**src/ufl_pkg.sv**
```systemverilog
// Constants shared by the serial port FIFO and line control block.
package ufl_pkg;
  // Register byte offsets on the slave bus.
  localparam logic [7:0] UFL_DIV_LO_OFS = 8'h00; // Divisor low byte.
  localparam logic [7:0] UFL_DIV_HI_OFS = 8'h04; // Divisor high byte.
  localparam logic [7:0] UFL_FIFO_CTRL_OFS = 8'h08; // fifo_control.
  localparam logic [7:0] UFL_LINE_CTRL_OFS = 8'h0C; // line_control.
  localparam logic [7:0] UFL_MODEM_OFS = 8'h10; // modem_control_register.
  localparam logic [7:0] UFL_DMA_CFG_OFS = 8'h20; // DMA and interrupt modes.
  localparam logic [7:0] UFL_STAT_OFS = 8'h7C; // port_status_register.
  // Field positions in fifo_control.
  localparam int UFL_FC_RX_THR = 6; // Receive threshold, two bits.
  localparam int UFL_FC_TX_THR = 4; // Transmit threshold, two bits.
  localparam int UFL_FC_DMA_MODE = 3; // DMA signalling mode.
  localparam int UFL_FC_TX_RST = 2; // Transmit FIFO reset.
  localparam int UFL_FC_RX_RST = 1; // Receive FIFO reset.
  localparam int UFL_FC_EN = 0; // FIFO enable.
  // Field positions in line_control.
  localparam int UFL_LC_DLAB = 7; // Divisor access.
  localparam int UFL_LC_BRK = 6; // Break.
  localparam int UFL_LC_EVEN = 4; // Even parity sense.
  localparam int UFL_LC_PAR = 3; // parity_on_bit.
  // Field positions in modem_control_register.
  localparam int UFL_MC_IR = 6; // Infrared mode.
  localparam int UFL_MC_AFC = 5; // Automatic flow control.
  localparam int UFL_MC_LOOP = 4; // Loopback.
  localparam int UFL_MC_RTS = 1; // Request to send.
  // Field positions in the DMA configuration and status registers.
  localparam int UFL_DC_PTHRE = 0; // Programmable empty interrupt mode.
  localparam int UFL_DC_EXT = 1; // Extended DMA handshake.
  localparam int UFL_ST_BUSY = 0; // Busy.
  localparam int UFL_ST_RXL = 8; // Receive level, eight bits.
  localparam int UFL_ST_TXL = 16; // Transmit level, eight bits.
  // Reset values.
  localparam logic [7:0] UFL_CTRL_RST = 8'h00; // All control bytes.
  localparam logic [15:0] UFL_DIV_RST = 16'h0000; // Divisor.
  // Infrared break pulse timing.
  localparam int UFL_CLK_NS = 50; // System clock period.
  localparam int UFL_IR_HALF_NS = 1600; // Half period of break pulses.
  localparam int UFL_IR_HALF_CYC = UFL_IR_HALF_NS / UFL_CLK_NS; // Cycles.
endpackage

```
**src/ufl_top.sv**
```systemverilog
// Serial port FIFO control and line control with Avalon-MM registers.
// Notes on behaviour
// - Receive threshold code sets data-available level.
// - Receive DMA request follows receive threshold in DMA mode 1 or extended handshake.
// - Transmit threshold code sets empty interrupt level.
// - Transmit DMA request follows transmit threshold in DMA mode 1 or extended handshake.
// - One bit picks DMA mode 0 or 1.
// - Transmit FIFO reset empties, drops requests, self-clears.
// - Receive FIFO reset empties, drops requests, self-clears.
// - Toggling FIFO enable resets both FIFOs.
// - Divisor access opens divisor bytes; software clears.
// - Break outside loopback holds serial output low.
// - Break in infrared mode pulses infrared output.
// - Loopback break goes internal; infrared output low.
// - Parity sense set means even, clear odd.
// - Parity enable switches generation and checking.
// - Divisor access and parity bits change when idle.
// - Modem bit selects loopback diagnostic mode.
// - Modem bit selects infrared serial mode.
module ufl_top import ufl_pkg::*; #(
  parameter int DEPTH = 16, // FIFO capacity in characters.
  parameter int LW = 5, // Level width, at most eight.
  parameter int IR_HALF = UFL_IR_HALF_CYC // Break pulse half period.
) (
  input wire logic clk_sys, // System clock, 20 MHz.
  input wire logic resetn, // Asynchronous reset, active low.
  input wire logic [7:0] avs_address, // Byte address.
  input wire logic avs_read, // Read request.
  input wire logic avs_write, // Write request.
  input wire logic [31:0] avs_writedata, // Write data.
  input wire logic [3:0] avs_byteenable, // Byte lanes.
  output logic [31:0] avs_readdata, // Read data.
  output logic avs_waitrequest, // Stall.
  input wire logic busy, // Port is busy.
  input wire logic rx_push, // Character received.
  input wire logic rx_pop, // Character read out.
  input wire logic tx_push, // Character written.
  input wire logic tx_pop, // Character sent.
  input wire logic tx_bit, // Transmitter line level.
  output logic [LW-1:0] rx_level, // Receive fill level.
  output logic [LW-1:0] tx_level, // Transmit fill level.
  output logic rx_avail_int, // Receive data available.
  output logic thre_int, // Transmit empty event.
  output logic rts_n, // Request to send, active low.
  output logic dma_rx_req_n, // Receive DMA request.
  output logic dma_tx_req_n, // Transmit DMA request.
  output logic dma_rx_single_n, // Receive single request.
  output logic dma_tx_single_n, // Transmit single request.
  output logic ser_out, // Serial output.
  output logic ir_out_n, // Infrared output.
  output logic loop_line, // Loopback line to receiver.
  output logic parity_on_bit, // Parity enabled.
  output logic parity_even, // Even parity selected.
  output logic [15:0] baud_divisor // Baud divisor.
);
  // Register state and the bus, interrupt and DMA outputs; levels and line outputs sit in submodules.
  typedef struct packed {
    logic wr; // Wait request.
    logic [31:0] rdata; // Read data.
    logic fifo_en; // FIFOs on.
    logic [1:0] rx_thr; // Receive threshold code.
    logic [1:0] tx_thr; // Transmit threshold code.
    logic dma_mode; // DMA mode 1.
    logic rx_rst; // Receive reset pulse.
    logic tx_rst; // Transmit reset pulse.
    logic dlab; // Divisor access.
    logic brk; // Break.
    logic even; // Even parity.
    logic par_on; // Parity on.
    logic ir; // Infrared mode.
    logic afc; // Auto flow control.
    logic loop; // Loopback.
    logic rts; // Request to send.
    logic pthre; // Programmable empty mode.
    logic ext_hs; // Extended handshake.
    logic [15:0] div; // Divisor.
    logic rx_on; // Receive request held.
    logic tx_on; // Transmit request held.
    logic rx_int; // Receive interrupt.
    logic thre; // Empty interrupt.
    logic rts_n; // Request to send out.
    logic rx_req_n; // Receive request out.
    logic tx_req_n; // Transmit request out.
    logic rx_sgl_n; // Receive single out.
    logic tx_sgl_n; // Transmit single out.
  } ufl_top_s;
  ufl_top_s s, next_s; // State and its next value.

  logic [LW-1:0] cap; // Capacity in use.
  logic [LW-1:0] rx_mark; // Receive trigger level.
  logic [LW-1:0] tx_mark; // Transmit trigger level.
  logic rx_hit; // Receive level reached.
  logic tx_low; // Transmit level low enough.
  logic rx_go; // Receive request wanted.
  logic tx_go; // Transmit request wanted.
  logic acc_w; // Write taken this cycle.
  logic [7:0] wd; // Low write byte.

  // Receive trigger level for a threshold code.
  function automatic logic [LW-1:0] rx_mark_f(input logic [1:0] c);
    case (c)
      2'h0: rx_mark_f = LW'(1);
      2'h1: rx_mark_f = LW'(DEPTH / 4);
      2'h2: rx_mark_f = LW'(DEPTH / 2);
      default: rx_mark_f = LW'(DEPTH - 2);
    endcase
  endfunction

  // Transmit empty level for a threshold code.
  function automatic logic [LW-1:0] tx_mark_f(input logic [1:0] c);
    case (c)
      2'h0: tx_mark_f = '0;
      2'h1: tx_mark_f = LW'(2);
      2'h2: tx_mark_f = LW'(DEPTH / 4);
      default: tx_mark_f = LW'(DEPTH / 2);
    endcase
  endfunction

  // Both FIFO level trackers share one module.
  ufl_fifo_lvl #(.DEPTH(DEPTH), .LW(LW)) u_rx (
    .clk_sys(clk_sys),
    .resetn(resetn),
    .clr(s.rx_rst),
    .push(rx_push),
    .pop(rx_pop),
    .cap(cap),
    .level(rx_level)
  );
  ufl_fifo_lvl #(.DEPTH(DEPTH), .LW(LW)) u_tx (
    .clk_sys(clk_sys),
    .resetn(resetn),
    .clr(s.tx_rst),
    .push(tx_push),
    .pop(tx_pop),
    .cap(cap),
    .level(tx_level)
  );

  // Line output stage for break, infrared and loopback.
  ufl_line_out #(.HALF(IR_HALF)) u_line (
    .clk_sys(clk_sys),
    .resetn(resetn),
    .tx_bit(tx_bit),
    .brk(s.brk),
    .loop(s.loop),
    .ir_on(s.ir),
    .ser_out(ser_out),
    .ir_out_n(ir_out_n),
    .loop_line(loop_line)
  );

  // Thresholds and request conditions from the current levels.
  always_comb begin
    cap = s.fifo_en ? LW'(DEPTH) : LW'(1);
    rx_mark = s.fifo_en ? rx_mark_f(s.rx_thr) : LW'(1);
    tx_mark = s.fifo_en ? tx_mark_f(s.tx_thr) : '0;
    rx_hit = (rx_level >= rx_mark);
    tx_low = (s.pthre && s.fifo_en) ? (tx_level <= tx_mark) : (tx_level == '0);
    rx_go = rx_hit || (s.rx_on && rx_level != '0);
    tx_go = (tx_level <= tx_mark) || (s.tx_on && tx_level != cap);
  end

  // Bus slave, register writes and registered outputs.
  always_comb begin
    next_s = s;
    acc_w = avs_write && !s.wr && avs_byteenable[0];
    wd = avs_writedata[7:0];
    next_s.rx_rst = 1'b0;
    next_s.tx_rst = 1'b0;
    // Answer one cycle after a request is seen.
    if ((avs_read || avs_write) && s.wr) begin
      next_s.wr = 1'b0;
      next_s.rdata = '0;
      if (avs_read) begin
        case (avs_address)
          UFL_DIV_LO_OFS: next_s.rdata[7:0] = s.dlab ? s.div[7:0] : 8'h00;
          UFL_DIV_HI_OFS: next_s.rdata[7:0] = s.dlab ? s.div[15:8] : 8'h00;
          UFL_FIFO_CTRL_OFS: next_s.rdata[7:6] = {2{s.fifo_en}};
          UFL_LINE_CTRL_OFS: begin
            next_s.rdata[UFL_LC_DLAB] = s.dlab;
            next_s.rdata[UFL_LC_BRK] = s.brk;
            next_s.rdata[UFL_LC_EVEN] = s.even;
            next_s.rdata[UFL_LC_PAR] = s.par_on;
          end
          UFL_MODEM_OFS: begin
            next_s.rdata[UFL_MC_IR] = s.ir;
            next_s.rdata[UFL_MC_AFC] = s.afc;
            next_s.rdata[UFL_MC_LOOP] = s.loop;
            next_s.rdata[UFL_MC_RTS] = s.rts;
          end
          UFL_DMA_CFG_OFS: begin
            next_s.rdata[UFL_DC_PTHRE] = s.pthre;
            next_s.rdata[UFL_DC_EXT] = s.ext_hs;
          end
          UFL_STAT_OFS: begin
            next_s.rdata[UFL_ST_BUSY] = busy;
            next_s.rdata[UFL_ST_RXL +: 8] = 8'(rx_level);
            next_s.rdata[UFL_ST_TXL +: 8] = 8'(tx_level);
          end
          default: next_s.rdata = '0; // Unmapped reads as zero.
        endcase
      end
    end else begin
      next_s.wr = 1'b1;
    end
    // Writes take effect at the edge where waitrequest is sampled low.
    if (acc_w) begin
      case (avs_address)
        UFL_DIV_LO_OFS: begin
          if (s.dlab && !busy) begin
            next_s.div[7:0] = wd;
          end
        end
        UFL_DIV_HI_OFS: begin
          if (s.dlab && !busy) begin
            next_s.div[15:8] = wd;
          end
        end
        UFL_FIFO_CTRL_OFS: begin
          next_s.rx_thr = wd[UFL_FC_RX_THR +: 2];
          next_s.tx_thr = wd[UFL_FC_TX_THR +: 2];
          next_s.dma_mode = wd[UFL_FC_DMA_MODE];
          next_s.fifo_en = wd[UFL_FC_EN];
          next_s.rx_rst = wd[UFL_FC_RX_RST] || (wd[UFL_FC_EN] != s.fifo_en);
          next_s.tx_rst = wd[UFL_FC_TX_RST] || (wd[UFL_FC_EN] != s.fifo_en);
        end
        UFL_LINE_CTRL_OFS: begin
          next_s.brk = wd[UFL_LC_BRK];
          if (!busy) begin
            next_s.dlab = wd[UFL_LC_DLAB];
            next_s.even = wd[UFL_LC_EVEN];
            next_s.par_on = wd[UFL_LC_PAR];
          end
        end
        UFL_MODEM_OFS: begin
          next_s.ir = wd[UFL_MC_IR];
          next_s.afc = wd[UFL_MC_AFC];
          next_s.loop = wd[UFL_MC_LOOP];
          next_s.rts = wd[UFL_MC_RTS];
        end
        UFL_DMA_CFG_OFS: begin
          next_s.pthre = wd[UFL_DC_PTHRE];
          next_s.ext_hs = wd[UFL_DC_EXT];
        end
        default: ; // Unmapped writes are ignored.
      endcase
    end
    // Interrupt and flow control levels.
    next_s.rx_int = rx_hit;
    next_s.thre = tx_low;
    next_s.rts_n = s.afc ? (rx_hit || !s.rts) : !s.rts;
    // Receive DMA signalling.
    next_s.rx_on = rx_go;
    if (s.rx_rst) begin
      next_s.rx_on = 1'b0;
      next_s.rx_req_n = 1'b1;
      next_s.rx_sgl_n = 1'b1;
    end else begin
      next_s.rx_req_n = (s.dma_mode || s.ext_hs) ? !rx_go : (rx_level == '0);
      next_s.rx_sgl_n = s.ext_hs ? (rx_level == '0) : 1'b1;
    end
    // Transmit DMA signalling.
    next_s.tx_on = tx_go;
    if (s.tx_rst) begin
      next_s.tx_on = 1'b0;
      next_s.tx_req_n = 1'b1;
      next_s.tx_sgl_n = 1'b1;
    end else begin
      next_s.tx_req_n = (s.dma_mode || s.ext_hs) ? !tx_go : (tx_level != '0);
      next_s.tx_sgl_n = s.ext_hs ? (tx_level == cap) : 1'b1;
    end
  end

  // State register with defined reset values.
  always_ff @(posedge clk_sys or negedge resetn) begin
    if (!resetn) begin
      s <= '0;
      s.wr <= 1'b1;
      s.div <= UFL_DIV_RST;
      s.rts_n <= 1'b1;
      s.rx_req_n <= 1'b1;
      s.tx_req_n <= 1'b1;
      s.rx_sgl_n <= 1'b1;
      s.tx_sgl_n <= 1'b1;
    end else begin
      s <= next_s;
    end
  end

  // Outputs come straight from the state register.
  assign avs_waitrequest = s.wr;
  assign avs_readdata = s.rdata;
  assign rx_avail_int = s.rx_int;
  assign thre_int = s.thre;
  assign rts_n = s.rts_n;
  assign dma_rx_req_n = s.rx_req_n;
  assign dma_tx_req_n = s.tx_req_n;
  assign dma_rx_single_n = s.rx_sgl_n;
  assign dma_tx_single_n = s.tx_sgl_n;
  assign parity_on_bit = s.par_on;
  assign parity_even = s.even;
  assign baud_divisor = s.div;
endmodule

```
**src/ufl_fifo_lvl.sv**
```systemverilog
// Control portion of one character FIFO: its fill level.
module ufl_fifo_lvl import ufl_pkg::*; #(
  parameter int DEPTH = 16, // Capacity in characters.
  parameter int LW = 5 // Level width.
) (
  input wire logic clk_sys, // System clock.
  input wire logic resetn, // Asynchronous reset, active low.
  input wire logic clr, // Empties the FIFO.
  input wire logic push, // One character enters.
  input wire logic pop, // One character leaves.
  input wire logic [LW-1:0] cap, // Capacity in use.
  output logic [LW-1:0] level // Characters held.
);
  typedef struct packed {
    logic [LW-1:0] lvl; // Fill level.
  } ufl_lvl_s;
  ufl_lvl_s s, next_s; // State and its next value.
  logic ins, del; // Accepted push and pop.

  // A clear wins over any push or pop of the same cycle.
  always_comb begin
    next_s = s;
    ins = push && (s.lvl < cap);
    del = pop && (s.lvl != '0);
    if (clr) begin
      next_s.lvl = '0;
    end else if (ins && !del) begin
      next_s.lvl = s.lvl + 1'b1;
    end else if (del && !ins) begin
      next_s.lvl = s.lvl - 1'b1;
    end
  end

  // State register.
  always_ff @(posedge clk_sys or negedge resetn) begin
    if (!resetn) begin
      s <= '0;
    end else begin
      s <= next_s;
    end
  end

  assign level = s.lvl;
endmodule

```
**src/ufl_line_out.sv**
```systemverilog
// Serial and infrared output stage with break and loopback.
module ufl_line_out import ufl_pkg::*; #(
  parameter int HALF = UFL_IR_HALF_CYC // Cycles per half pulse.
) (
  input wire logic clk_sys, // System clock.
  input wire logic resetn, // Asynchronous reset, active low.
  input wire logic tx_bit, // Transmitter line level.
  input wire logic brk, // Break requested.
  input wire logic loop, // Loopback mode.
  input wire logic ir_on, // Infrared mode.
  output logic ser_out, // Serial output.
  output logic ir_out_n, // Infrared output, pulses low.
  output logic loop_line // Line fed to the receiver in loopback.
);
  localparam int CW = $clog2(HALF + 1); // Divider width.
  typedef struct packed {
    logic [CW-1:0] cnt; // Pulse divider.
    logic ser; // Serial output.
    logic ir_n; // Infrared output.
    logic lb; // Loopback line.
  } ufl_line_s;
  ufl_line_s s, next_s; // State and its next value.
  logic tick; // Half period elapsed.

  // Output selection by mode, loopback first.
  always_comb begin
    next_s = s;
    tick = (s.cnt == '0);
    next_s.cnt = tick ? CW'(HALF - 1) : s.cnt - 1'b1;
    if (loop) begin
      next_s.ser = 1'b1; // Line stays idle in loopback.
      next_s.ir_n = 1'b0;
      next_s.lb = brk ? 1'b0 : tx_bit;
    end else if (brk) begin
      next_s.ser = 1'b0;
      next_s.lb = 1'b1;
      next_s.ir_n = ir_on ? (tick ? !s.ir_n : s.ir_n) : 1'b1;
    end else begin
      next_s.ser = ir_on ? 1'b1 : tx_bit;
      next_s.ir_n = 1'b1;
      next_s.lb = 1'b1;
    end
  end

  // State register, idle mark level from reset.
  always_ff @(posedge clk_sys or negedge resetn) begin
    if (!resetn) begin
      s <= '{cnt: '0, ser: 1'b1, ir_n: 1'b1, lb: 1'b1};
    end else begin
      s <= next_s;
    end
  end

  assign ser_out = s.ser;
  assign ir_out_n = s.ir_n;
  assign loop_line = s.lb;
endmodule

```
**config.mk**
```make
export PLATFORM = sky130hd
export DESIGN_NAME = ufl_top
export DESIGN_NICKNAME = d
export VERILOG_FILES = /design/src/ufl_pkg.sv /design/src/ufl_top.sv /design/src/ufl_fifo_lvl.sv /design/src/ufl_line_out.sv
export SDC_FILE = /design/constraint.sdc
export NUM_CORES = 1
export LEC_CHECK = 0
export ABC_AREA = 1
export BUFFER_PORTS_ARGS = -buffer_cell sky130_fd_sc_hd__buf_2
export CAP_MARGIN = 40
export CORE_MARGIN = 5
export CORE_UTILIZATION = 53
export CTS_CLUSTER_SIZE = 14
export DETAILED_ROUTE_END_ITERATION = 6
export GPL_TIMING_DRIVEN = 0
export PLACE_DENSITY = 0.9
export REMOVE_ABC_BUFFERS = 1
export SETUP_SLACK_MARGIN = 0.4
export SLEW_MARGIN = 20
export SYNTH_ARGS = -nofsm -noshare
export SYNTH_HDL_FRONTEND = slang
export SYNTH_SLANG_ARGS = --single-unit
export TNS_END_PERCENT = 100
```
**constraint.sdc**
```tcl
create_clock -name clk_sys -period 3.2 [get_ports clk_sys]
set_clock_uncertainty 0.2 [all_clocks]
set_input_delay 0.32 -clock clk_sys [delete_from_list [all_inputs] [get_ports clk_sys]]
set_output_delay 0.32 -clock clk_sys [all_outputs]
set_load 0.01 [all_outputs]
```
==> results of run 1 <==
-- path summary, 6_finish.rpt --
check	startpoint	cells after the start	endpoint	slack (ns)
max in group asynchronous	resetn	3	rts_n	2.00
worst max register to register	s[42]	12	u_rx.level[4]	0.58
worst min-delay path	avs_read	3	avs_readdata[3]	0.06
worst max-delay path	s[42]	12	u_rx.level[4]	0.58
worst min register to register	u_line.s[3]	1	u_line.s[3]	0.24
min in group asynchronous	resetn	2	baud_divisor[13]	0.19
-- what timing repair did --
action                     CTS  global route
hold endpoints to repair    60             0
setup endpoints to repair    0             4
hold buffers                 2             0
gates resized for setup      0             2
-- through the flow --
step,power (uW),setup WS [ns]
2_1_floorplan,2020,0.789
5_1_grt,3280,0.403
3_3_place_gp,2280,0.326
6_report,3050,0.578
3_5_place_dp,2370,0.436
4_1_cts,3060,0.422
-- cell type report --
class	count	area share, %
Sequential cell	81	40.5
Multi-Input combinational cell	357	39.4
Timing Repair Buffer	87	9.47
Inverter	59	4.40
Tap cell	108	2.68
Clock buffer	9	2.46
Clock inverter	7	1.07
-- flip-flops by register name, summed over array words and instances, names as in the netlist, 5 cells and up --
signal	flops
u_tx.level	5
u_rx.level	5
avs_readdata	18
baud_divisor	16
u_line.s	6
s	18
-- metal layers --
metal / share of wire [%] / global-route usage (%) / vias to the layer above / routed length (um)
li1: - / - / 1806 / -
met3: 8.7 / 5.01 / 18 / 888
met5: 0 / 0 / - / 0
met2: 48 / 33.1 / 147 / 4860
met1: 42 / 26.1 / 1707 / 4300
met4: 1.6 / 7.07 / 0 / 165
-- report_power, final --
part | total (uW) | switching [uW] | internal, uW
Clock | 692 | 404 | 288
Sequential | 1270 | 140 | 1130
Combinational | 1090 | 669 | 424
-- kinds of logic after synthesis --
logic type	after synthesis
and+or+nand+nor	239
AOI/OAI and AO/OA	77
DFF	81
adders and majority gates	22
other	1
buffers and inverters	114
xor gates and xnor gates	5
-- placed cells by master (no fill, tap or decap), types with 2 or more instances in the layout --
| cell type | Yosys | routed |
|---|---|---|
| a21oi_2 | 2 | 2 |
| nand2_2 | 5 | 5 |
| nand3_2 | 2 | 2 |
| inv_2 | 7 | 7 |
| inv_6 | 0 | 3 |
| nand3_1 | 40 | 40 |
| nor3_1 | 4 | 4 |
| clkinvlp_4 | 0 | 3 |
| nor2_4 | 4 | 4 |
| buf_2 | 2 | 82 |
| nor3_2 | 2 | 2 |
| xnor2_1 | 3 | 3 |
| a21oi_1 | 11 | 11 |
| o21ai_2 | 16 | 17 |
| conb_1 | 1 | 14 |
| nand4_1 | 9 | 9 |
| a31oi_1 | 3 | 3 |
| xor2_1 | 2 | 2 |
| nor2_1 | 13 | 12 |
| nand3b_1 | 2 | 2 |
| nand3_4 | 2 | 2 |
| inv_1 | 52 | 52 |
| ha_1 | 20 | 20 |
| fa_1 | 2 | 2 |
| dfrtp_1 | 72 | 71 |
| clkbuf_8 | 0 | 9 |
| o21ai_1 | 35 | 34 |
| dfstp_2 | 9 | 9 |
| o21ai_0 | 6 | 6 |
| nand2_1 | 149 | 149 |
| dlygate4sd3_1 | 0 | 2 |
| nor4_2 | 2 | 2 |
-- cells in the mapped netlist (2+ instances only) --
cell        n
xor2_1      2
nand2_2     5
o21ai_0     6
a31oi_1     3
nand3_4     2
nor4_2      2
nand3b_1    2
fa_1        2
nor2_4      4
o21ai_1    35
nand2_1   149
a21oi_2     2
buf_2       2
inv_1      52
xnor2_1     3
dfrtp_1    72
o21ai_2    16
ha_1       20
nor3_2      2
a21oi_1    11
nor2_1     13
nor3_1      4
nand3_1    40
nand3_2     2
dfstp_2     9
buf_4      50
nand4_1     9
inv_2       7
-- critical path, stage by stage (launching register included) --
cell and delay (ns):
dfrtp_2 0.49, inv_1 0.17, ha_1 0.21, nor2_1 0.23
nand3_2 0.24, ha_1 0.36, inv_1 0.09, o21bai_1 0.08
a31oi_1 0.20, inv_1 0.07, nand3_1 0.09, nand3_1 0.08
nand2_1 0.06
==> run_summary.xml, run 1 <==
<?xml version="1.0" encoding="UTF-8"?>
<metrics>
  <group name="status">
    <metric name="outcome" unit="">completed</metric>
  </group>
  <group name="clocking">
    <metric name="cts_post_setup_buffers_inserted" unit="">0</metric>
    <metric name="cts.path.max_buffers" unit="">2</metric>
    <metric name="htreeDepth" unit="">3</metric>
    <metric name="clock-sinks" unit="">81</metric>
    <metric name="cts_buffers" unit="">9</metric>
    <metric name="root_buffer" unit="">clkbuf_8</metric>
    <metric name="tritoncts" unit="">done</metric>
    <metric name="clock_latency" unit="ns">0.36</metric>
    <metric name="clock_transition_at_path_regs" unit="ns">0.09</metric>
  </group>
  <group name="global_routing">
    <metric name="first_global_vias" unit="">3598</metric>
    <metric name="grt.overflow.total" unit="">0</metric>
    <metric name="antenna_found_initial" unit="">0</metric>
    <metric name="grt_max_degree" unit="">61</metric>
    <metric name="first_pass_grt_wire_length" unit="um">16800</metric>
    <metric name="track_usage" unit="%">20.2</metric>
  </group>
  <group name="timing">
    <metric name="hold_violation_count_in_the_final_report" unit="">0</metric>
    <metric name="rsz0062_at_grt" unit="">false</metric>
    <metric name="timing.hold.ws" unit="ns">0.0645</metric>
    <metric name="maxSlewHeadroom" unit="%">56.9</metric>
    <metric name="worst-slew-pin-transition" unit="ns">0.647</metric>
    <metric name="slew_violations" unit="">0</metric>
    <metric name="max_freq" unit="MHz">381</metric>
    <metric name="setup_total_negative_slack" unit="ns">0</metric>
    <metric name="finalSetupViolations" unit="">0</metric>
    <metric name="fin_crit" unit="ns">2.62</metric>
    <metric name="final_min_period_over_clock_period" unit="%">81.9</metric>
  </group>
  <group name="critical_path">
    <metric name="worstPathRequired" unit="ns">3.31</metric>
    <metric name="critical_path.endpoint_type" unit="">register</metric>
    <metric name="critPathMaxFanout" unit="">11</metric>
    <metric name="worstPathArrival" unit="ns">2.73</metric>
    <metric name="worst-setup-path-type" unit="">reg2reg</metric>
    <metric name="critical_path.startpoint_type" unit="">register</metric>
  </group>
  <group name="flow_run">
    <metric name="maxCapViolations" unit="">0</metric>
  </group>
  <group name="power_and_ir_drop">
    <metric name="worst_ir_drop_vdd" unit="mV">0.282</metric>
    <metric name="power_density" unit="mW/mm^2">606</metric>
    <metric name="p_leak" unit="uW">0.00263</metric>
  </group>
  <group name="synthesis">
    <metric name="synth_xor_xnor_area_share" unit="%">0.953</metric>
    <metric name="synth_compound_gate_area_share" unit="%">10.2</metric>
    <metric name="top_area_cell_type_share_of_the_netlist_area" unit="%">39.2</metric>
    <metric name="synth_edf_count" unit="">0</metric>
    <metric name="number_of_cells_produced_by_synthesis" unit="">539</metric>
    <metric name="syn-mean-instance-area" unit="um^2">8.52</metric>
    <metric name="yosysSeqAreaShare" unit="%">44.4</metric>
    <metric name="proportion_of_synthesized_area_in_mux_cells" unit="%">0</metric>
    <metric name="combinational_family_with_the_most_area_after_synthesis" unit="">simple AND/OR/NAND/NOR gates</metric>
    <metric name="synth_area_leaders" unit="">dfrtp_1 (39%), nand2_1 (12%), buf_4 (8.2%)</metric>
    <metric name="synth_warnings" unit="">0</metric>
    <metric name="netlist-cell-type-count" unit="">41</metric>
    <metric name="post_synth_fa_ha_maj_area_fraction" unit="%">6.32</metric>
    <metric name="ys_async_sr_fraction" unit="%">100</metric>
    <metric name="ys_seq_elements" unit="">81</metric>
    <metric name="post-synth-top-area-cell" unit="">dfrtp_1</metric>
    <metric name="synth_simple_gate_area_share" unit="%">24.5</metric>
    <metric name="netlist_area" unit="mm^2">0.00459</metric>
    <metric name="ys.flop_type" unit="">dfrtp_1</metric>
  </group>
  <group name="floorplanning">
    <metric name="floorplan.die.width" unit="um">103</metric>
    <metric name="dieHeight" unit="um">103</metric>
    <metric name="floorplan.die_area" unit="mm^2">0.0106</metric>
    <metric name="floorplan.io_pins" unit="">125</metric>
    <metric name="coreArea" unit="mm^2">0.00859</metric>
    <metric name="initial_utilization" unit="%">53.5</metric>
    <metric name="rows" unit="">34</metric>
  </group>
  <group name="detailed_routing">
    <metric name="drt-total-wl" unit="um">10200</metric>
    <metric name="drc_violations_left" unit="">0</metric>
    <metric name="vias" unit="">3678</metric>
    <metric name="drt-vias-per-instance" unit="">5.19</metric>
    <metric name="ant_nets" unit="">0</metric>
    <metric name="drt_iter0_drc" unit="">218</metric>
    <metric name="wire_per_inst" unit="um">14.4</metric>
    <metric name="count_of_tritonroute_iterations_in_the_first_routing_pass" unit="">5</metric>
  </group>
  <group name="final_layout">
    <metric name="fin_util" unit="%">58.6</metric>
    <metric name="final_cells" unit="">708</metric>
    <metric name="finalNetCount" unit="">671</metric>
    <metric name="antenna-diode-count" unit="">0</metric>
    <metric name="fin_area" unit="mm^2">0.00504</metric>
    <metric name="synthToLayoutAreaGrowth" unit="%">9.61</metric>
    <metric name="sequential_cell_area" unit="mm^2">0.00204</metric>
    <metric name="area_used_by_multi_input_combinational_logic" unit="mm^2">0.00199</metric>
    <metric name="fillers" unit="">742</metric>
    <metric name="post_route_cells_drive_above_1_share" unit="%">26.5</metric>
  </group>
  <group name="placement">
    <metric name="routabilityCongestion" unit="">0.892</metric>
    <metric name="hpwl" unit="um">7810</metric>
    <metric name="cell_area_placed" unit="mm^2">0.00483</metric>
    <metric name="placedCellCount" unit="">690</metric>
    <metric name="place.port_buffers" unit="">83</metric>
  </group>
  <group name="hold_path">
    <metric name="timing.hold.worst.class" unit="">in2reg</metric>
  </group>
</metrics>
(Power assumes the default switching activity.)
==> run 2, diff against run 1 <==
--- a/config.mk
+++ b/config.mk
@@ -5,15 +5,15 @@
 export SDC_FILE = /design/constraint.sdc
 export NUM_CORES = 1
 export LEC_CHECK = 0
-export ABC_AREA = 1
+export ABC_AREA = 0
 export BUFFER_PORTS_ARGS = -buffer_cell sky130_fd_sc_hd__buf_2
 export CAP_MARGIN = 40
 export CORE_MARGIN = 5
-export CORE_UTILIZATION = 53
+export CORE_UTILIZATION = 47
 export CTS_CLUSTER_SIZE = 14
 export DETAILED_ROUTE_END_ITERATION = 6
 export GPL_TIMING_DRIVEN = 0
-export PLACE_DENSITY = 0.9
+export PLACE_DENSITY = 0.85
 export REMOVE_ABC_BUFFERS = 1
 export SETUP_SLACK_MARGIN = 0.4
 export SLEW_MARGIN = 20
==> constraint.sdc (replaced) <==
create_clock -name clk_sys -period 2.3 [get_ports clk_sys]
set_clock_uncertainty 0.2 [all_clocks]
set_input_delay 0.23 -clock clk_sys [delete_from_list [all_inputs] [get_ports clk_sys]]
set_output_delay 0.23 -clock clk_sys [all_outputs]
set_load 0.01 [all_outputs]
==> run 2 against run 1 <==
  * The run now ends with setup timing left
  * Clock-buffer cell count grew 1
  * Die area increased by 7.9%
  * Critical path depth fell by 1
  * Combinational power grew 100%
  * Total power up 69%
  * Clock power rose by 84%
  * Sequential power up 34%
  * Cell area rose by 13%
  * First-iteration DRC count up 22%
  * Worst hold slack lost 0.047 ns
  * Register-to-register slack worse by 1.3 ns
  * Highest routed layer unchanged
==> run_summary.xml, run 2 <==
<?xml version="1.0" encoding="UTF-8"?>
<metrics>
  <group name="floorplanning">
    <metric name="floorplan.die.width" unit="um">107</metric>
    <metric name="initial_utilization" unit="%">48.2</metric>
    <metric name="dieHeight" unit="um">107</metric>
    <metric name="coreArea" unit="mm^2">0.00920</metric>
    <metric name="floorplan.io_pins" unit="">125</metric>
    <metric name="floorplan.die_area" unit="mm^2">0.0115</metric>
    <metric name="rows" unit="">35</metric>
  </group>
  <group name="hold_path">
    <metric name="worst_hold_path_endpoint" unit="">baud_divisor[1]</metric>
    <metric name="worst_hold_path.num_cells" unit="">2</metric>
    <metric name="hp-start" unit="">avs_writedata[1]</metric>
    <metric name="timing.hold.worst.class" unit="">in2reg</metric>
  </group>
  <group name="synthesis">
    <metric name="synth_area_leaders" unit="">dfrtp_1 (41%), mux2_2 (8.9%), buf_4 (8.1%)</metric>
    <metric name="ys.flop_type" unit="">dfrtp_1</metric>
    <metric name="most_frequent_cell_after_synthesis" unit="">dfrtp_1</metric>
    <metric name="synth_compound_gate_area_share" unit="%">10.4</metric>
    <metric name="ys_seq_elements" unit="">81</metric>
    <metric name="synth_xor_xnor_area_share" unit="%">2.96</metric>
    <metric name="top_area_cell_type_share_of_the_netlist_area" unit="%">40.7</metric>
    <metric name="synth_warnings" unit="">0</metric>
    <metric name="synth_commonest_cells" unit="">dfrtp_1 (72), buf_4 (48), mux2_2 (35)</metric>
    <metric name="yosysSeqAreaShare" unit="%">46.0</metric>
    <metric name="post-synth-top-area-cell" unit="">dfrtp_1</metric>
    <metric name="synth_edf_count" unit="">0</metric>
    <metric name="ys_async_sr_fraction" unit="%">100</metric>
    <metric name="netlist_area" unit="mm^2">0.00443</metric>
    <metric name="netlist-cell-type-count" unit="">59</metric>
    <metric name="number_of_cells_produced_by_synthesis" unit="">399</metric>
    <metric name="synth_simple_gate_area_share" unit="%">13.5</metric>
    <metric name="proportion_of_synthesized_area_in_mux_cells" unit="%">10.7</metric>
    <metric name="combinational_family_with_the_most_area_after_synthesis" unit="">simple AND/OR/NAND/NOR gates</metric>
    <metric name="post_synth_fa_ha_maj_area_fraction" unit="%">6.55</metric>
    <metric name="syn-mean-instance-area" unit="um^2">11.1</metric>
  </group>
  <group name="final_layout">
    <metric name="fin_area" unit="mm^2">0.00569</metric>
    <metric name="post_route_cells_drive_above_1_share" unit="%">48.4</metric>
    <metric name="commonest_non_fill_non_tap_cell_in_the_layout" unit="">buf_2</metric>
    <metric name="final_cells" unit="">619</metric>
    <metric name="layout.cells.most_common_list" unit="">buf_2 (82), dfrtp_1 (61), mux2_2 (29)</metric>
    <metric name="finalNetCount" unit="">579</metric>
    <metric name="fillers" unit="">687</metric>
    <metric name="fin_util" unit="%">61.9</metric>
    <metric name="antenna-diode-count" unit="">0</metric>
    <metric name="synthToLayoutAreaGrowth" unit="%">28.4</metric>
  </group>
  <group name="detailed_routing">
    <metric name="drc_violations_left" unit="">0</metric>
    <metric name="count_of_tritonroute_iterations_in_the_first_routing_pass" unit="">4</metric>
    <metric name="wire_per_inst" unit="um">18.5</metric>
    <metric name="drt_iter0_drc" unit="">265</metric>
    <metric name="drt-total-wl" unit="um">11500</metric>
    <metric name="ant_nets" unit="">0</metric>
    <metric name="vias" unit="">3384</metric>
    <metric name="drt-vias-per-instance" unit="">5.47</metric>
  </group>
  <group name="placement">
    <metric name="place.port_buffers" unit="">83</metric>
    <metric name="hpwl" unit="um">7400</metric>
    <metric name="routabilityCongestion" unit="">0.849</metric>
    <metric name="cell_area_placed" unit="mm^2">0.00469</metric>
    <metric name="placedCellCount" unit="">553</metric>
  </group>
  <group name="clocking">
    <metric name="cts.path.max_buffers" unit="">2</metric>
    <metric name="clock_latency" unit="ns">0.36</metric>
    <metric name="tritoncts" unit="">done</metric>
    <metric name="root_buffer" unit="">clkbuf_8</metric>
    <metric name="htreeDepth" unit="">3</metric>
    <metric name="clock_transition_at_path_regs" unit="ns">0.09</metric>
    <metric name="cts_buffers" unit="">9</metric>
    <metric name="clock-sinks" unit="">81</metric>
  </group>
  <group name="power_and_ir_drop">
    <metric name="power_density" unit="mW/mm^2">909</metric>
    <metric name="p_leak" unit="uW">0.00275</metric>
    <metric name="worst_ir_drop_vdd" unit="mV">0.444</metric>
    <metric name="fin_total_pwr" unit="uW">5170</metric>
  </group>
  <group name="global_routing">
    <metric name="antenna_found_initial" unit="">0</metric>
    <metric name="first_pass_grt_wire_length" unit="um">17100</metric>
    <metric name="track_usage" unit="%">19.0</metric>
    <metric name="first_global_vias" unit="">3419</metric>
    <metric name="grt.overflow.total" unit="">0</metric>
    <metric name="grt_max_degree" unit="">53</metric>
  </group>
  <group name="timing">
    <metric name="post-route-worst-setup-slack" unit="ns">-0.683</metric>
    <metric name="rsz0062_at_grt" unit="">true</metric>
    <metric name="max_freq" unit="MHz">335</metric>
    <metric name="maxSlewHeadroom" unit="%">61.3</metric>
    <metric name="fin_crit" unit="ns">2.98</metric>
    <metric name="hold_violation_count_in_the_final_report" unit="">0</metric>
    <metric name="slew_violations" unit="">0</metric>
    <metric name="worst-slew-pin-transition" unit="ns">0.579</metric>
    <metric name="finalSetupViolations" unit="">7</metric>
    <metric name="final_min_period_over_clock_period" unit="%">130</metric>
  </group>
  <group name="critical_path">
    <metric name="cp_slowest_stage_delay" unit="ns">0.42</metric>
    <metric name="worstPathArrival" unit="ns">3.02</metric>
    <metric name="worst-setup-path-type" unit="">reg2reg</metric>
    <metric name="worstPathRequired" unit="ns">2.33</metric>
    <metric name="worstPathCellList" unit="">inv_4, ha_4, or3b_4, o32a_4, or2b_4, fa_2, a21o_1, a21oi_2, and3b_2, o21ai_1, nor3b_2</metric>
    <metric name="ff_to_ff_setup_slack" unit="ns">-0.68</metric>
    <metric name="critical_path.startpoint_type" unit="">register</metric>
    <metric name="critical_path.reg2reg.startpoint" unit="">s[42]</metric>
    <metric name="critical_path.endpoint_type" unit="">register</metric>
    <metric name="critical-path-slowest-cell" unit="">dfrtp_2</metric>
    <metric name="crit-reg2reg-capture" unit="">u_rx.level[4]</metric>
    <metric name="timing.reg2reg.worst_path_depth" unit="">11</metric>
    <metric name="critPathMaxFanout" unit="">4</metric>
  </group>
  <group name="flow_run">
    <metric name="maxCapViolations" unit="">0</metric>
  </group>
  <group name="status">
    <metric name="outcome" unit="">finished, violations left</metric>
    <metric name="violations" unit="">setup timing</metric>
  </group>
</metrics>
-- run 2: worst max-delay path, delay by kind of cell (launching register included) --
kind / cells / cell delay, ns
AO/OA/AOI/OAI: 4 / 0.60
adder cells (fa/ha/maj): 2 / 0.55
buffers and inverters: 1 / 0.06
flip-flops: 1 / 0.42
AND/OR/NAND/NOR: 4 / 1.05
-- run 2: final cells by class --
type                    count  area [um^2]  share of cell area (%)
flip-flops and latches     81         2050                    36.1
clock buffers              10          128                    2.24
clock inverters             6          115                    2.02
inverters                  12         47.5                   0.836
repair buffers            135          912                    16.0
well taps                 111          139                    2.44
multi-input cells         264         2300                    40.4
-- run 2: through the flow --
| step | setup TNS (ns) | hold WS [ns] | worst slack, ns |
|---|---|---|---|
| floorplan | -3.49 | -0.266 | -0.926 |
| global placement | -17.40 | 0.238 | -1.17 |
| detailed placement | -6.39 | -0.00857 | -1.26 |
| CTS | -2.79 | 0.00812 | -0.670 |
| global route | -3.22 | 0.000627 | -0.745 |
| finish | -2.68 | 0.0177 | -0.683 |
-- run 2: cells by family after synthesis --
kind of cell    count (synthesis)
simple gates                  108
flops                          81
buf+inv                        67
compound gates                 65
mux                            43
fa+ha+maj                      22
xor+xnor                       12
other cells                     1
-- run 2: repair_timing --
action,CTS,global route
setup buffers,23,16
setup endpoints to repair,52,34
hold buffers,11,0
pin swaps,20,26
endpoints found under the hold margin,99,0
gates resized for setup,49,37
-- run 2: worst max-delay path by stage --
stage | from | end | slack, ns | cells past startpoint
finish | s[42] | u_rx.level[4] | -0.68 | 11
global route | s[42] | u_rx.level[4] | -0.75 | 11
CTS | u_rx.level[1] | u_rx.level[4] | -0.67 | 9
detailed placement | s[42] | u_rx.level[4] | -1.26 | 11
global placement | s[42] | u_rx.level[4] | -1.17 | 11
floorplan | s[42] | u_rx.level[4] | -0.93 | 11
-- run 2: per-layer routing --
metal	GRT usage, %	wire [um]
met1	23.7	4660
met5	0	0
met3	3.79	713
met2	32.4	5870
met4	7.31	229
-- run 2: where the power goes --
part / leakage, uW / switching, uW / total (uW) / internal, uW
Sequential: 0.00103 / 131 / 1700 / 1570
Combinational: 0.00161 / 1080 / 2190 / 1110
Clock: 0.000117 / 547 / 1270 / 728
==> run 3, diff against run 2 <==
--- a/config.mk
+++ b/config.mk
@@ -9,7 +9,7 @@
 export BUFFER_PORTS_ARGS = -buffer_cell sky130_fd_sc_hd__buf_2
 export CAP_MARGIN = 40
 export CORE_MARGIN = 5
-export CORE_UTILIZATION = 47
+export CORE_UTILIZATION = 48
 export CTS_CLUSTER_SIZE = 14
 export DETAILED_ROUTE_END_ITERATION = 6
 export GPL_TIMING_DRIVEN = 0
@@ -19,5 +19,6 @@
 export SLEW_MARGIN = 20
 export SYNTH_ARGS = -nofsm -noshare
 export SYNTH_HDL_FRONTEND = slang
+export SYNTH_HIERARCHICAL = 1
 export SYNTH_SLANG_ARGS = --single-unit
 export TNS_END_PERCENT = 100
==> run 3 against run 2 <==
  * The flow still finishes with violations (setup timing)
  * Routed wire length grew 5.0%
  * Sequential power is 6% higher
  * First-iteration DRC count decreased by 14%
  * Synthesized area grew 8.0%
  * Total power rose by 11%
  * Utilization up 0.47 points
  * Sequential cell count is the same
  * Cell area increased by 6.6%
  * Worst hold slack gained 0.0045 ns
  * Non-clock buffer count decreased by 2
  * Critical path type unchanged
  * Largest cell class unchanged
  * Highest routed layer unchanged
==> run_summary.xml, run 3 <==
<?xml version="1.0" encoding="UTF-8"?>
<metrics>
  <group name="status">
    <metric name="outcome" unit="">finished, violations left</metric>
    <metric name="violations" unit="">setup timing</metric>
  </group>
  <group name="synthesis">
    <metric name="most_frequent_cell_after_synthesis" unit="">dfrtp_1</metric>
    <metric name="syn-mean-instance-area" unit="um^2">10.8</metric>
    <metric name="ys.flop_type" unit="">dfrtp_1</metric>
    <metric name="ys_async_sr_fraction" unit="%">100</metric>
    <metric name="ys_seq_elements" unit="">81</metric>
    <metric name="number_of_cells_produced_by_synthesis" unit="">443</metric>
    <metric name="post-synth-top-area-cell" unit="">dfrtp_1</metric>
    <metric name="netlist-cell-type-count" unit="">60</metric>
    <metric name="netlist_area" unit="mm^2">0.00479</metric>
    <metric name="top_area_cell_type_share_of_the_netlist_area" unit="%">37.6</metric>
    <metric name="synth_commonest_cells" unit="">dfrtp_1 (72), buf_4 (48), mux2_2 (43)</metric>
    <metric name="synth_edf_count" unit="">0</metric>
    <metric name="yosysSeqAreaShare" unit="%">42.6</metric>
    <metric name="synth_area_leaders" unit="">dfrtp_1 (38%), mux2_2 (10%), buf_4 (7.5%)</metric>
    <metric name="synth_warnings" unit="">6</metric>
  </group>
  <group name="final_layout">
    <metric name="synthToLayoutAreaGrowth" unit="%">26.7</metric>
    <metric name="layout.cells.most_common_list" unit="">buf_2 (83), dfrtp_1 (62), mux2_2 (41)</metric>
    <metric name="commonest_non_fill_non_tap_cell_in_the_layout" unit="">buf_2</metric>
    <metric name="fin_util" unit="%">62.3</metric>
    <metric name="fin_area" unit="mm^2">0.00606</metric>
    <metric name="post_route_cells_drive_above_1_share" unit="%">46.8</metric>
    <metric name="finalNetCount" unit="">629</metric>
    <metric name="antenna-diode-count" unit="">0</metric>
  </group>
  <group name="detailed_routing">
    <metric name="drt_iter0_drc" unit="">229</metric>
    <metric name="wire_per_inst" unit="um">17.6</metric>
    <metric name="ant_nets" unit="">0</metric>
    <metric name="drc_violations_left" unit="">0</metric>
    <metric name="drt-total-wl" unit="um">12000</metric>
    <metric name="drt-vias-per-instance" unit="">5.43</metric>
    <metric name="count_of_tritonroute_iterations_in_the_first_routing_pass" unit="">5</metric>
    <metric name="vias" unit="">3726</metric>
  </group>
  <group name="clocking">
    <metric name="cts_buffers" unit="">9</metric>
    <metric name="clock-sinks" unit="">81</metric>
    <metric name="htreeDepth" unit="">3</metric>
    <metric name="tritoncts" unit="">done</metric>
    <metric name="clock_latency" unit="ns">0.36</metric>
    <metric name="clock_transition_at_path_regs" unit="ns">0.09</metric>
    <metric name="cts.path.max_buffers" unit="">2</metric>
    <metric name="root_buffer" unit="">clkbuf_8</metric>
  </group>
  <group name="timing">
    <metric name="max_freq" unit="MHz">335</metric>
    <metric name="fin_crit" unit="ns">2.98</metric>
    <metric name="finalSetupViolations" unit="">8</metric>
    <metric name="final_min_period_over_clock_period" unit="%">130</metric>
    <metric name="worst-slew-pin-transition" unit="ns">0.550</metric>
    <metric name="maxSlewHeadroom" unit="%">63.0</metric>
    <metric name="rsz0062_at_grt" unit="">true</metric>
    <metric name="slew_violations" unit="">0</metric>
    <metric name="post-route-worst-setup-slack" unit="ns">-0.681</metric>
    <metric name="hold_violation_count_in_the_final_report" unit="">0</metric>
  </group>
  <group name="floorplanning">
    <metric name="rows" unit="">36</metric>
    <metric name="dieHeight" unit="um">110</metric>
    <metric name="initial_utilization" unit="%">49.2</metric>
    <metric name="floorplan.io_pins" unit="">125</metric>
    <metric name="floorplan.die.width" unit="um">110</metric>
    <metric name="floorplan.die_area" unit="mm^2">0.0121</metric>
    <metric name="coreArea" unit="mm^2">0.00973</metric>
  </group>
  <group name="power_and_ir_drop">
    <metric name="p_leak" unit="uW">0.00300</metric>
    <metric name="switching_power" unit="uW">2000</metric>
    <metric name="netSwitchingFraction" unit="%">34.9</metric>
    <metric name="comb_power_share" unit="%">45.9</metric>
    <metric name="worst_ir_drop_vdd" unit="mV">0.403</metric>
    <metric name="internal_power" unit="uW">3720</metric>
    <metric name="fin_total_pwr" unit="uW">5720</metric>
    <metric name="seqPwrFrac" unit="%">31.6</metric>
    <metric name="share_clk_of_total_power" unit="%">22.5</metric>
    <metric name="power_density" unit="mW/mm^2">943</metric>
  </group>
  <group name="flow_run">
    <metric name="maxCapViolations" unit="">0</metric>
  </group>
  <group name="critical_path">
    <metric name="critical_path.endpoint_type" unit="">register</metric>
    <metric name="critPathMaxFanout" unit="">6</metric>
    <metric name="worst-setup-path-type" unit="">reg2reg</metric>
    <metric name="worstPathRequired" unit="ns">2.35</metric>
    <metric name="worstPathArrival" unit="ns">3.03</metric>
    <metric name="ff_to_ff_setup_slack" unit="ns">-0.68</metric>
    <metric name="critical_path.startpoint_type" unit="">register</metric>
  </group>
  <group name="global_routing">
    <metric name="gr-usage-met3" unit="%">4.35</metric>
    <metric name="first_pass_grt_wire_length" unit="um">18200</metric>
    <metric name="antenna_found_initial" unit="">0</metric>
    <metric name="grt.overflow.total" unit="">0</metric>
    <metric name="grt_use_met2" unit="%">33.4</metric>
    <metric name="grt_max_degree" unit="">59</metric>
    <metric name="track_usage" unit="%">19.5</metric>
    <metric name="grtUsageMet1" unit="%">24.6</metric>
    <metric name="first_global_vias" unit="">3668</metric>
    <metric name="gr_peak_layer" unit="">met2</metric>
  </group>
  <group name="placement">
    <metric name="cell_area_placed" unit="mm^2">0.00510</metric>
    <metric name="hpwl" unit="um">8080</metric>
    <metric name="routabilityCongestion" unit="">0.897</metric>
    <metric name="place.port_buffers" unit="">83</metric>
  </group>
  <group name="hold_path">
    <metric name="timing.hold.worst.class" unit="">in2reg</metric>
  </group>
</metrics>
-- run 3: worst paths after layout --
check,start,endpoint,cells past startpoint
setup / recovery,s[42],u_rx/level[4],12
hold / removal,avs_writedata[5],s[39],2
setup reg to reg,s[42],u_rx/level[4],12
hold reg to reg,s[27],rts_n,1
max in group asynchronous,resetn,u_line/loop_line,3
min in group asynchronous,resetn,avs_readdata[10],2
-- run 3: area by class of cell --
class,instances,area [um^2]
sequential,81,2050
clock inverter,6,114
inverter,21,78.8
tap,133,166
clock buffer,10,138
timing repair buffer,133,886
fill,756,3660
multi-input combinational,302,2630
-- run 3: stage by stage --
| stage | instances | hold WS (ns) | TNS [ns] | worst slack, ns |
|---|---|---|---|---|
| 4_1_cts | 673 | 0.00298 | -2.33 | -0.600 |
| 2_1_floorplan | 404 | -0.266 | -4.44 | -0.987 |
| 3_5_place_dp | 623 | -0.0432 | -8.31 | -1.39 |
| 5_1_grt | 686 | 0.0249 | -3.64 | -0.795 |
| 6_report | 686 | 0.0222 | -2.93 | -0.681 |
| 3_3_place_gp | 620 | 0.248 | -18.79 | -1.36 |
-- run 3: logic make-up after synthesis --
| group | share of synthesized area (%) |
|---|---|
| compound gates | 9.70 |
| xor+xnor | 2.14 |
| fa+ha+maj | 7.37 |
| buf+inv | 9.96 |
| flops | 42.6 |
| mux | 12.1 |
| other cells | 0.0784 |
| simple gates | 16.1 |
-- run 3: power groups by stage --
stage	Combinational [uW]	Sequential (uW)	Clock, uW
CTS	2100	1780	1310
global placement	1460	1870	0
finish	2620	1810	1290
floorplan	1100	1850	0
global route	2850	1830	1360
detailed placement	1590	1880	0
-- run 3: layer usage --
layer	vias up	routed length [um]
li1	1710	-
met2	150	6030
met4	0	204
met5	-	0
met1	1851	4960
met3	15	854
-- run 3: critical path, cell delays in order (launching register included) --
cell,delay [ns]
dfrtp_2,0.48
inv_1,0.12
ha_4,0.20
nand2_1,0.05
nand3b_1,0.09
a31oi_2,0.24
nand2_4,0.09
fa_2,0.36
a21o_1,0.20
a21o_1,0.20
and2_4,0.14
mux2i_1,0.15
mux2_2,0.36
-- run 3: timing repair --
action / CTS / global route
cloned: 0 / 0
hold buffers: 11 / 0
pin swaps: 22 / 24
endpoints found under the hold margin: 104 / 0
resized for setup: 27 / 50
buffers inserted: 23 / 13
setup endpoints to repair: 36 / 45
